--- src/design/tla_pkg.sv ---
/*
 Package for the terminal line activation state machine: states, line
 signal codes, indication bundle and timing constants.
 Assumes a 20 MHz system clock.
*/
package tla_pkg;
   localparam int unsigned CLK_HZ = 20000000;
   localparam int unsigned SYNC_TIME_MS = 100;
   localparam int unsigned SILENCE_TIME_MS = 5;
   localparam int unsigned ACT_TIMER_MS = 29000;
   localparam int unsigned SYNC_CYCLES = SYNC_TIME_MS * (CLK_HZ / 1000);
   localparam int unsigned SILENCE_CYCLES = SILENCE_TIME_MS * (CLK_HZ / 1000);
   localparam int unsigned ACT_TIMER_CYCLES = ACT_TIMER_MS * (CLK_HZ / 1000);
   localparam int unsigned TIMER_W = 32;
   localparam int unsigned NDF_FRAMES = 2;
   localparam int unsigned WAKE_LEN = 8;
   // Positive zero, negative zero, six ones; 2'b01 pos zero, 2'b10 neg zero, 2'b00 one
   localparam logic [15:0] WAKE_SEQ = 16'h6000;

   typedef enum logic [7:0] {
      TLA_UNPOWERED = 8'h01,
      TLA_SENSING = 8'h02,
      TLA_DEACTIVATED = 8'h04,
      TLA_AWAITING = 8'h08,
      TLA_IDENTIFYING = 8'h10,
      TLA_SYNCHRONIZED = 8'h20,
      TLA_ACTIVATED = 8'h40,
      TLA_LOST_FRAMING = 8'h80
   } tla_state_type;

   typedef enum logic [1:0] {
      TLA_TX_SILENCE = 2'h0,
      TLA_TX_WAKEUP = 2'h1,
      TLA_TX_DATA = 2'h2
   } tla_tx_type;

   // Line events decoded by the receiver
   typedef struct packed {
      logic any_signal;
      logic idle_frame;
      logic network_frame;
      logic frame_lost;
      logic silence;
   } tla_rx_type;

   // One-cycle indications to layer 2 and management
   typedef struct packed {
      logic layer2_activation;
      logic mgmt_activation;
      logic layer2_deactivation;
      logic mgmt_deactivation;
      logic connected_report;
      logic disconnected_report;
      logic mgmt_error;
   } tla_ind_type;
endpackage

--- src/design/tla_wakeup_gen.sv ---
/*
 Wakeup pattern generator: emits a repeating pattern of eight two-bit line symbols.
 Assumes bit_tick_i pulses at the line bit rate (nominally 192 kbit/s).
*/
`timescale 1ns/10ps
`default_nettype none
module tla_wakeup_gen (
   // Clock and reset
   input wire logic clk_i,
   input wire logic nrst_i,
   input wire logic ce_i,
   // Control
   input wire logic enable_i,
   input wire logic bit_tick_i,
   // Symbol out
   output logic [1:0] symbol_o
);
   import tla_pkg::*;
   logic [2:0] pos;

   always_ff @(posedge clk_i) begin
      if (!nrst_i) begin
         pos <= 3'h0;
         symbol_o <= 2'h0;
      end else if (ce_i) begin
         if (!enable_i) begin
            pos <= 3'h0;
            symbol_o <= 2'h0;
         end else if (bit_tick_i) begin
            symbol_o <= WAKE_SEQ[15 - 2 * pos -: 2];
            pos <= pos + 3'h1;
         end
      end
   end

   // The position counter wraps at eight symbols
   if (WAKE_LEN != 8) begin : g_bad_len
      $error("wakeup pattern needs eight symbols");
   end
endmodule // tla_wakeup_gen
`default_nettype wire

--- src/design/tla_fsm.sv ---
/*
 User terminal layer 1 activation/deactivation state machine.
 Assumes line events arrive decoded and synchronous to clk_i.
*/
// What this block does
// - Send silence on connection, power-up and loss of frame alignment.
// - A powered but disconnected terminal sends silence when connected; wakeup needs a request in deactivated.
// - Send terminal data frames once frame alignment is established.
// - Data transfer is only reliable after network data frames are received.
// - On local power loss, switch to silence before alignment is lost.
// - From deactivated, sync and send data frames within 100 ms of a frame.
// - In synchronized, recognize network data frames within two good frames.
// - In awaiting, stop wakeup within 5 ms, then sync within 100 ms.
// - From awaiting, any incoming signal enters identifying.
// - Transmitted signal follows the state.
// - Power detection enters sensing; loss returns to unpowered with reports.
// - Activation request starts timer under 30 s; expiry reports and deactivates.
// - Wakeup is positive zero, negative zero, six ones, repeating.
`timescale 1ns/10ps
`default_nettype none
module tla_fsm #(
   parameter int unsigned ACT_CYCLES = tla_pkg::ACT_TIMER_CYCLES
) (
   // Clock and reset
   input wire logic clk_i,
   input wire logic nrst_i,
   input wire logic ce_i,
   // Power and requests
   input wire logic power_i,
   input wire logic activation_request_i,
   // Line receive side
   input wire tla_pkg::tla_rx_type rx_i,
   input wire logic bit_tick_i,
   // Transmit side
   output tla_pkg::tla_tx_type tx_sel_o,
   output logic [1:0] wake_symbol_o,
   output logic data_reliable_o,
   // Indications
   output tla_pkg::tla_ind_type ind_o,
   output tla_pkg::tla_state_type state_o
);
   import tla_pkg::*;

   if (ACT_CYCLES == 0 || ACT_CYCLES >= 30 * CLK_HZ) begin : g_bad_act
      $error("activation timer must lie below 30 s");
   end

   tla_state_type state, next_state;
   tla_ind_type next_ind;
   logic [TIMER_W-1:0] act_count;
   logic act_run, next_act_start, next_act_stop;
   logic act_expired;

   assign act_expired = act_run && (act_count == 32'h1);
   assign state_o = state;

   function automatic logic is_sync_or_later(input tla_state_type s);
      return s inside {TLA_SYNCHRONIZED, TLA_ACTIVATED};
   endfunction

   always_comb begin
      next_state = state;
      next_ind = '0;
      next_act_start = 1'b0;
      next_act_stop = 1'b0;
      if (!power_i) begin
         next_state = TLA_UNPOWERED;
         next_act_stop = 1'b1;
         if (!(state inside {TLA_UNPOWERED, TLA_SENSING}))
            next_ind.disconnected_report = 1'b1;
         if (!(state inside {TLA_UNPOWERED, TLA_SENSING, TLA_DEACTIVATED})) begin
            next_ind.layer2_deactivation = 1'b1;
            next_ind.mgmt_deactivation = 1'b1;
         end
      end else begin
         case (state)
            TLA_UNPOWERED: next_state = TLA_SENSING;
            TLA_SENSING: begin
               if (rx_i.network_frame) begin
                  next_ind.connected_report = 1'b1;
                  next_ind.layer2_activation = 1'b1;
                  next_ind.mgmt_activation = 1'b1;
                  next_state = TLA_ACTIVATED;
               end else if (rx_i.idle_frame) begin
                  next_ind.connected_report = 1'b1;
                  next_state = TLA_SYNCHRONIZED;
               end else if (rx_i.silence) begin
                  next_ind.connected_report = 1'b1;
                  next_state = TLA_DEACTIVATED;
               end
            end
            TLA_DEACTIVATED: begin
               if (rx_i.network_frame) begin
                  next_ind.layer2_activation = 1'b1;
                  next_ind.mgmt_activation = 1'b1;
                  next_state = TLA_ACTIVATED;
               end else if (rx_i.idle_frame) begin
                  next_state = TLA_SYNCHRONIZED;
               end else if (activation_request_i) begin
                  next_act_start = 1'b1;
                  next_state = TLA_AWAITING;
               end
            end
            TLA_AWAITING: begin
               if (act_expired) begin
                  next_ind.layer2_deactivation = 1'b1;
                  next_ind.mgmt_deactivation = 1'b1;
                  next_state = TLA_DEACTIVATED;
               end else if (rx_i.any_signal || rx_i.idle_frame || rx_i.network_frame) begin
                  next_state = TLA_IDENTIFYING;
               end
            end
            TLA_IDENTIFYING: begin
               if (act_expired) begin
                  next_ind.layer2_deactivation = 1'b1;
                  next_ind.mgmt_deactivation = 1'b1;
                  next_state = TLA_DEACTIVATED;
               end else if (rx_i.network_frame) begin
                  next_ind.layer2_activation = 1'b1;
                  next_ind.mgmt_activation = 1'b1;
                  next_act_stop = 1'b1;
                  next_state = TLA_ACTIVATED;
               end else if (rx_i.idle_frame) begin
                  next_state = TLA_SYNCHRONIZED;
               end
            end
            TLA_SYNCHRONIZED: begin
               if (act_expired) begin
                  next_ind.layer2_deactivation = 1'b1;
                  next_ind.mgmt_deactivation = 1'b1;
                  next_state = TLA_DEACTIVATED;
               end else if (rx_i.frame_lost) begin
                  next_ind.mgmt_error = 1'b1;
                  next_state = TLA_LOST_FRAMING;
               end else if (rx_i.network_frame) begin
                  next_ind.layer2_activation = 1'b1;
                  next_ind.mgmt_activation = 1'b1;
                  next_act_stop = 1'b1;
                  next_state = TLA_ACTIVATED;
               end else if (rx_i.silence) begin
                  next_ind.layer2_deactivation = 1'b1;
                  next_ind.mgmt_deactivation = 1'b1;
                  next_state = TLA_DEACTIVATED;
               end
            end
            TLA_ACTIVATED: begin
               if (rx_i.frame_lost) begin
                  next_ind.mgmt_error = 1'b1;
                  next_state = TLA_LOST_FRAMING;
               end else if (rx_i.silence) begin
                  next_ind.layer2_deactivation = 1'b1;
                  next_ind.mgmt_deactivation = 1'b1;
                  next_state = TLA_DEACTIVATED;
               end else if (rx_i.idle_frame) begin
                  next_ind.mgmt_error = 1'b1;
                  next_state = TLA_SYNCHRONIZED;
               end
            end
            TLA_LOST_FRAMING: begin
               if (act_expired) begin
                  next_ind.layer2_deactivation = 1'b1;
                  next_ind.mgmt_deactivation = 1'b1;
                  next_state = TLA_DEACTIVATED;
               end else if (rx_i.network_frame) begin
                  next_ind.layer2_activation = 1'b1;
                  next_ind.mgmt_activation = 1'b1;
                  next_ind.mgmt_error = 1'b1;
                  next_act_stop = 1'b1;
                  next_state = TLA_ACTIVATED;
               end else if (rx_i.idle_frame) begin
                  next_ind.mgmt_error = 1'b1;
                  next_state = TLA_SYNCHRONIZED;
               end else if (rx_i.silence) begin
                  next_ind.layer2_deactivation = 1'b1;
                  next_ind.mgmt_deactivation = 1'b1;
                  next_state = TLA_DEACTIVATED;
               end
            end
            default: next_state = TLA_UNPOWERED;
         endcase
      end
   end

   always_ff @(posedge clk_i) begin
      if (!nrst_i)
         state <= TLA_UNPOWERED;
      else if (ce_i)
         state <= next_state;
   end

   always_ff @(posedge clk_i) begin
      if (!nrst_i)
         ind_o <= '0;
      else if (ce_i)
         ind_o <= next_ind;
      else
         ind_o <= '0;
   end

   // Timer counts down; stopping it on activation keeps a late expiry from firing
   always_ff @(posedge clk_i) begin
      if (!nrst_i) begin
         act_count <= '0;
         act_run <= 1'b0;
      end else if (ce_i) begin
         if (next_act_start) begin
            act_count <= TIMER_W'(ACT_CYCLES);
            act_run <= 1'b1;
         end else if (next_act_stop || act_expired || next_state == TLA_DEACTIVATED) begin
            act_run <= 1'b0;
         end else if (act_run) begin
            act_count <= act_count - 32'h1;
         end
      end
   end

   // Transmit choice is registered from next state: silence on power loss is immediate
   always_ff @(posedge clk_i) begin
      if (!nrst_i) begin
         tx_sel_o <= TLA_TX_SILENCE;
         data_reliable_o <= 1'b0;
      end else if (ce_i) begin
         case (next_state)
            TLA_AWAITING: tx_sel_o <= TLA_TX_WAKEUP;
            TLA_SYNCHRONIZED, TLA_ACTIVATED: tx_sel_o <= TLA_TX_DATA;
            default: tx_sel_o <= TLA_TX_SILENCE;
         endcase
         data_reliable_o <= (next_state == TLA_ACTIVATED);
      end
   end

   tla_wakeup_gen u_wake (
      .clk_i(clk_i),
      .nrst_i(nrst_i),
      .ce_i(ce_i),
      .enable_i(tx_sel_o == TLA_TX_WAKEUP),
      .bit_tick_i(bit_tick_i),
      .symbol_o(wake_symbol_o)
   );
endmodule // tla_fsm
`default_nettype wire

--- config.mk ---
export PLATFORM = sky130hd
export DESIGN_NAME = tla_fsm
export DESIGN_NICKNAME = d
export VERILOG_FILES = /design/src/design/tla_pkg.sv /design/src/design/tla_wakeup_gen.sv /design/src/design/tla_fsm.sv
export SDC_FILE = /design/constraint.sdc
export NUM_CORES = 1
export LEC_CHECK = 0
export ABC_AREA = 1
export BUFFER_PORTS_ARGS = -buffer_cell sky130_fd_sc_hd__clkbuf_2
export CAP_MARGIN = 30
export CORE_UTILIZATION = 45
export CTS_CLUSTER_SIZE = 14
export DETAILED_ROUTE_END_ITERATION = 12
export RECOVER_POWER = 50
export SLEW_MARGIN = 20
export SYNTH_ARGS = -nofsm -noshare
export SYNTH_HDL_FRONTEND = slang
export SYNTH_HIERARCHICAL = 1
export SYNTH_SLANG_ARGS = --single-unit
--- constraint.sdc ---
create_clock -name clk_i -period 5.38 [get_ports clk_i]
set_clock_uncertainty 0.15 [all_clocks]
set_input_delay 0.538 -clock clk_i [delete_from_list [all_inputs] [get_ports clk_i]]
set_output_delay 0.538 -clock clk_i [all_outputs]
set_load 0.02 [all_outputs]
## Word-level counts from Yosys, hierarchy flattened

Index checks and enable logic that the tools add are counted.

- Add/sub/neg operators: 3
- $mul: 0
- Divide/modulo/power cells: 0
- $lt $le $gt $ge: 0
- Equality and inequality tests: 16
- Shift operators: 1
- Multiplexer cells: 68
- Bitwise gates (word level): 2
- Reduce and logical (&&, ||, !) cells: 20

Operators by type and width:

| kind | count |
|---|---|
| 8-bit two-way mux | 18 |
| 32-bit two-way mux | 3 |
| 8-bit one-hot mux with 8 select lines | 1 |
| 17-bit by 33-bit variable part select with 2-bit output (first input constant) | 1 |
| 32-bit by 1-bit equality test with 1-bit output (second input constant) | 1 |
| 32-bit by 1-bit subtractor with 32-bit output (second input constant) | 1 |
| 2-bit two-way mux | 15 |
| 1-bit two-way mux | 23 |
| 8-bit by 3-bit equality test with 1-bit output (second input constant) | 2 |
| 8-bit by 4-bit equality test with 1-bit output (second input constant) | 2 |
| 8-bit by 6-bit equality test with 1-bit output (second input constant) | 2 |
| 8-bit by 7-bit equality test with 1-bit output (second input constant) | 2 |
| 8-bit by 1-bit equality test with 1-bit output (second input constant) | 1 |
| 8-bit by 2-bit equality test with 1-bit output (second input constant) | 1 |
| 8-bit by 5-bit equality test with 1-bit output (second input constant) | 1 |
| 8-bit equality test (second input constant) | 1 |
| 2-bit one-hot mux with 4 select lines | 1 |
| 2-bit OR reduction | 4 |
| 3-bit two-way mux | 2 |
| 2-bit one-hot mux with 3 select lines | 1 |
| 2-bit AND reduction | 3 |
| 3-bit AND reduction | 2 |
| 2-bit nonzero test | 3 |
| 4-bit by 4-bit subtractor with 5-bit output (first input constant) | 1 |
| other kinds (13) | 18 |

- Flip-flop bits (word level): 56
- Bits in latches: 0
- RAM bits: 0
- ROM bits: 0
- Input bits: 11
- Output and inout port bits: 20
- Word-level logic and storage cells: 124
- Memories kept: 0

## Logic depth before layout (Yosys ltp)

- Depth after elaboration: 10
- Depth in mapped cells: 19
- Depth with buffers taken out: 18

## By module

The synthesis kept the hierarchy.

By module, submodules not included:

| module | times used | cells an instance | area an instance (µm²) | sequential area each (µm²) |
|---|---|---|---|---|
| tla_fsm | 1 | 557 | 3,417.0 | 980.9 |
| tla_wakeup_gen | 1 | 48 | 317.8 | 100.1 |

## Worst setup path after synthesis

OpenSTA, ideal clock, no wires.

- Path type: input -> register
- From: input port rx_i[3] in the netlist's numbering
- To: register act_count[12]
- Library setup time: 0.113 ns
- Arrival: 1.818 ns
- Data required time: 5.117 ns
- Slack: 3.299 ns
- Stages: 15
- Path buffers: 1
- Cell sequence: inv_1 -> nand2_1 -> inv_2 -> nand2_1 -> nor3_1 -> nor2_1 -> nand2_1 -> nor2_1 -> nand3_2 -> nand3_2 -> nand3_4 -> nand2_4 -> buf_2 -> nor2_1 -> nor2_1

- Longest elaborated chain between the ends: 10
- Elaborated cells on any way between the ends: 26
- Classes of those cells: 2 x eq/ne; 19 x mux; 5 x reduce/logical

RTL lines:

| item | RTL line | RTL |
|---|---|---|
| start: declaration | tla_fsm.sv:32 | `input wire tla_pkg::tla_rx_type rx_i,` |
| 1-bit logical OR (2 in series) | tla_fsm.sv:109 | `end else if (rx_i.any_signal \|\| rx_i.idle_frame \|\| rx_i.network_frame) begin` |
| 8-bit two-way mux | tla_fsm.sv:109 |  |
| 8-bit two-way mux | tla_fsm.sv:105 | `if (act_expired) begin` |
| 8-bit one-hot mux with 8 select lines | tla_fsm.sv:76 | `case (state)` |
| 8-bit two-way mux | tla_fsm.sv:66 | `if (!power_i) begin` |
| 8-bit by 3-bit equality test with 1-bit output | tla_fsm.sv:209 | `end else if (next_act_stop \|\| act_expired \|\| next_state == TLA_DEACTIVATED) begin` |
| 1-bit logical OR | tla_fsm.sv:209 |  |
| 2-bit != test (no source line) | n/a |  |
| 3-bit AND reduction (no source line) | n/a |  |
| end signal: assignment | tla_fsm.sv:207 | `act_count <= TIMER_W'(ACT_CYCLES);` |
| end signal: assignment | tla_fsm.sv:212 | `act_count <= act_count - 32'h1;` |
| end: declaration | tla_fsm.sv:50 | `logic [TIMER_W-1:0] act_count;` |

Several ways; a longest one is shown, not always the timed one.
A chain may end at the register's enable or synchronous reset.

## Final worst setup path

- From: input port nrst_i
- To: register state[2], in the netlist state_o[2]

RTL lines:

| item | RTL line | RTL |
|---|---|---|
| start: declaration | tla_fsm.sv:26 | `input wire logic nrst_i,` |
| end signal: assignment | tla_fsm.sv:188 | `state <= next_state;` |
| end: declaration | tla_fsm.sv:48 | `tla_state_type state, next_state;` |

No word-level cell between the ends.

==> run summary <==
The post-synthesis area per instance came out at 6.17 um2. In the final layout, the multi-input gates occupy 2240 um2. In the synthesized netlist the async set-or-reset flop fraction comes to 0%.

The count of port buffers added during placement is 30. The maximum fanout along the worst path came out at 27. The number of cells on the worst reg-to-reg path is 13. In this run the worst setup path begins at nrst_i. The number of clock buffers inserted by TritonCTS came out at 5.

The maximum clock rate is 325 MHz. Once placement finished, the instance area stood at ~4000 um2. The worst setup path is launched from an input pin. The top cell type by area accounts for 28.9% of the synthesized area. Yosys instantiated no cell more often than sky130_fd_sc_hd__nand2_1.

In this run the most critical hold path is launched from data_reliable_o$_SDFFE_PN0P_. The worst-case vdd ir drop is 0.144 mV. The number of enable-type register cells in the synthesized netlist is 0. The routed design could run at a clock period as short as 3.08 ns. The tree built by TritonCTS fans out to 54 sinks.

The final count of hold timing violations was 0. The class of the most critical hold timing path is reg -> reg. The synthesis-to-finish area growth came out at 6.23%. For this run, the total global-route usage over all layers was measured as 23.9%. The count of distinct cell types in the synthesized netlist came out at 38. The worst hold path depth is 2.

The top-level port count is 31. The count of filler cells inserted in the layout is 850. The critical setup path kind is in -> reg. The die span in x came out at ~93 um.

The number of H-tree levels is 2. After synthesis the netlist holds a flip-flop and latch count of 54. The number of setup buffers added after CTS is 0. The flow ran to the end, and the final reports show no timing, DRC or antenna violations. In this run the remaining antenna-violating nets after routing total 0. After detailed routing, the number of vias per cell comes to 5.20. The post-cts resize count came out at 0. The signal on the critical path passes through clkbuf_1 > clkinv_1 > a211oi_1. The worst relative slew slack is around an eighth. The actual slew at the worst max-slew pin is about 1.3 ns. The routed length per instance is 13.6 um. The routability-driven placement congestion ratio came out at between 0.9 and 1. The total negative setup slack is 0 ns. The vertical die dimension came out at 93.1 um. The repair_antennas step left the layout with diodes totalling 0. The maximum clock path buffer count is 2.

The max-cap check violation count came out at 0. Among all stages on the critical path, the largest delay is contributed by sky130_fd_sc_hd__clkinv_1. Setup violations remaining at the end of the flow were counted as 0. The startpoint identified for the worst register-to-register timing path is state_o[6]$_SDFFE_PN0P_. The final global-route overflow total is 0. The clock-pin slew reported for the worst setup and hold paths after clock tree synthesis came out at roughly 0.11 ns.

Setup repair after global routing left no endpoint under its margin. At the end of the flow, the number of nets in the layout was 640. The die area is 8670 um2. The endpoint identified for the worst register-to-register timing path is act_count[16]$_SDFFE_PN0P_. The detailed router finished its first iteration with 247 violations.

The total via count in the routed design is approximately 3800. The longest individual stage delay on the worst path came out at 1.15 ns. The number of buffers and inverters on the critical path is 2. The flip-flop and latch area came out at approximately 1100 um2.

The top cell type by total area after synthesis is sky130_fd_sc_hd__dfxtp_1. The critical path data required time is 5.44 ns. After routing the design area is 3970 um2. The effective utilization at floorplan came out at 47.4%. The synthesized net count is 621. The worst setup path is captured at a flop. TritonCTS built the clock tree. The clock network latency to the later pin of the worst-skew pair came out at 0.31 ns.

Entering global routing, the biggest net connects 41 pins. The power density over the cells came out at 195 nW/um2. For hold timing, the worst endpoint is data_reliable_o$_SDFFE_PN0P_. The via count of the first global-routing pass came out at 3528. By count the netlist is led by 142 x sky130_fd_sc_hd__nand2_1, 110 x sky130_fd_sc_hd__nor2_1, 59 x sky130_fd_sc_hd__inv_1, 54 x sky130_fd_sc_hd__dfxtp_1, 54 x sky130_fd_sc_hd__nand3_1.

The data arrival at the endpoint of the critical path came out at 3.14 ns. The number of standard cells after synthesis came out at 605. The wire-length estimate of the detail-placed layout is just over 7000 um. The core region is 7890 um2. The leakage power of the design is 1.88 nW. The count of yosys warnings during synthesis is 6. The dominant register cell in the synthesized netlist is sky130_fd_sc_hd__dfxtp_1. The kind of cell with the highest combined delay along the critical path is buffers and inverters. The fraction of layout instances using a drive strength above 1 is around a tenth.

The worst register-to-register path has a setup slack of 2.44 ns. The hold buffer count at CTS came out at 0. The total number of placement rows came out at 32. The period utilization is a little under three fifths. The mapped netlist covers 3730 um2. The first-pass GRT wire length came out at 16700 um. Yosys attributes the largest share of cell area to sky130_fd_sc_hd__dfxtp_1 29%, sky130_fd_sc_hd__nand2_1 14%, sky130_fd_sc_hd__nor2_1 11%. The share of the Yosys chip area taken by registers is ~29%. The remaining routing DRC violations is 0. The initial antenna violation count came out at 0. The total iterations of the first detailed-routing run came out at 5. The buffer cell driving the clock tree root is sky130_fd_sc_hd__clkbuf_8. For this block, the routed nets add up to about 9900 um of wire. The number of slew-limit violations in the final report is 0.
## power breakdown
part           total (mW)  internal (mW)  leakage (nW)  switching [mW]
clock               0.286          0.141        0.0587           0.145
combinational      0.0770         0.0216          1.38          0.0553
sequential          0.410          0.405         0.437         0.00547
total               0.773          0.568          1.88           0.206
## metrics by stage
| step | setup WS, ns | hold slack (ns) | util, % | power [mW] | instances |
|---|---|---|---|---|---|
| CTS | 2.58 | 0.331 | 51.0 | 0.790 | 727 |
| finish | 2.30 | 0.322 | 50.3 | 0.773 | 727 |
| detailed placement | 2.39 | 0.313 | 49.5 | 0.499 | 719 |
| global route | 2.09 | 0.372 | 50.3 | 0.808 | 727 |
| floorplan | 3.30 | 0.324 | - | 0.474 | 605 |
| global placement | 2.37 | 0.312 | 49.5 | 0.498 | 719 |
## layer usage
layer / share of wire, % / track usage [%]
met5: 0 / 0
met1: 47 / 30.7
met3: 4.5 / 3.09
met4: 2.3 / 7.31
met2: 47 / 41.6
## worst reg2reg max path, stage by stage, from the launching register on
cell and delay (ns):
sky130_fd_sc_hd__dfxtp_1 0.37, sky130_fd_sc_hd__inv_1 0.10, sky130_fd_sc_hd__nand2_1 0.07, sky130_fd_sc_hd__nor2_1 0.30, sky130_fd_sc_hd__nand2_2 0.15, sky130_fd_sc_hd__inv_2 0.08
sky130_fd_sc_hd__nand4_1 0.10, sky130_fd_sc_hd__nor2_1 0.11, sky130_fd_sc_hd__buf_4 0.29, sky130_fd_sc_hd__nand2_2 0.38, sky130_fd_sc_hd__nand2_4 0.48, sky130_fd_sc_hd__nand2_1 0.11
sky130_fd_sc_hd__nand2_1 0.08, sky130_fd_sc_hd__nor2_1 0.05
## flip-flops by register name (all words and copies together), names as in the netlist
register,count
u_wake/symbol_o,2
state_o,8
tx_sel_o,2
act_count,32
data_reliable_o,1
ind_o,5
act_run,1
u_wake/pos,3
## kinds of logic (layout without fill, tap and decap cells)
group / Yosys count / in the layout / share of synthesized area [%]
buffers and inverters: 91 / 111 / 10.3
adder cells (fa/ha/maj): 5 / 5 / 1.68
AO/OA/AOI/OAI: 69 / 69 / 10.0
AND/OR/NAND/NOR: 371 / 371 / 45.5
XOR/XNOR: 15 / 15 / 3.52
flip-flops: 54 / 54 / 28.9
## layout by cell type (no fill, tap or decap), drive strengths merged, types with 2 or more instances in the layout
cell    count
nand2     150
nor2      126
inv        72
nand3      58
dfxtp      54
a21oi      39
clkbuf     35
o21ai      17
nand4      14
nor3       11
xor2       10
xnor2       5
ha          5
nor4        4
or2         4
a211oi      3
o22ai       2
o21a        2
a31oi       2
o211ai      2
nand3b      2
nor3b       2
clkinv      2
## area by class of cell
class / count / area share (%)
Clock buffer: 5 / 1.73
Sequential cell: 54 / 27.2
Clock inverter: 3 / 1.20
Timing Repair Buffer: 31 / 3.31
Inverter: 72 / 6.87
Tap cell: 102 / 3.22
Multi-Input combinational cell: 460 / 56.4
## worst max path at each step
stage / endpoint / slack [ns] / depth (start not counted)
finish: state_o[2]$_SDFFE_PN0P_ / 2.30 / 3
global route: state_o[2]$_SDFFE_PN0P_ / 2.09 / 3
CTS: act_count[26]$_SDFFE_PN0P_ / 2.58 / 12
detailed placement: act_count[26]$_SDFFE_PN0P_ / 2.39 / 15
global placement: act_count[16]$_SDFFE_PN0P_ / 2.37 / 16
floorplan: act_count[12]$_SDFFE_PN0P_ / 3.30 / 15
Power figures use the tool's default switching activity.
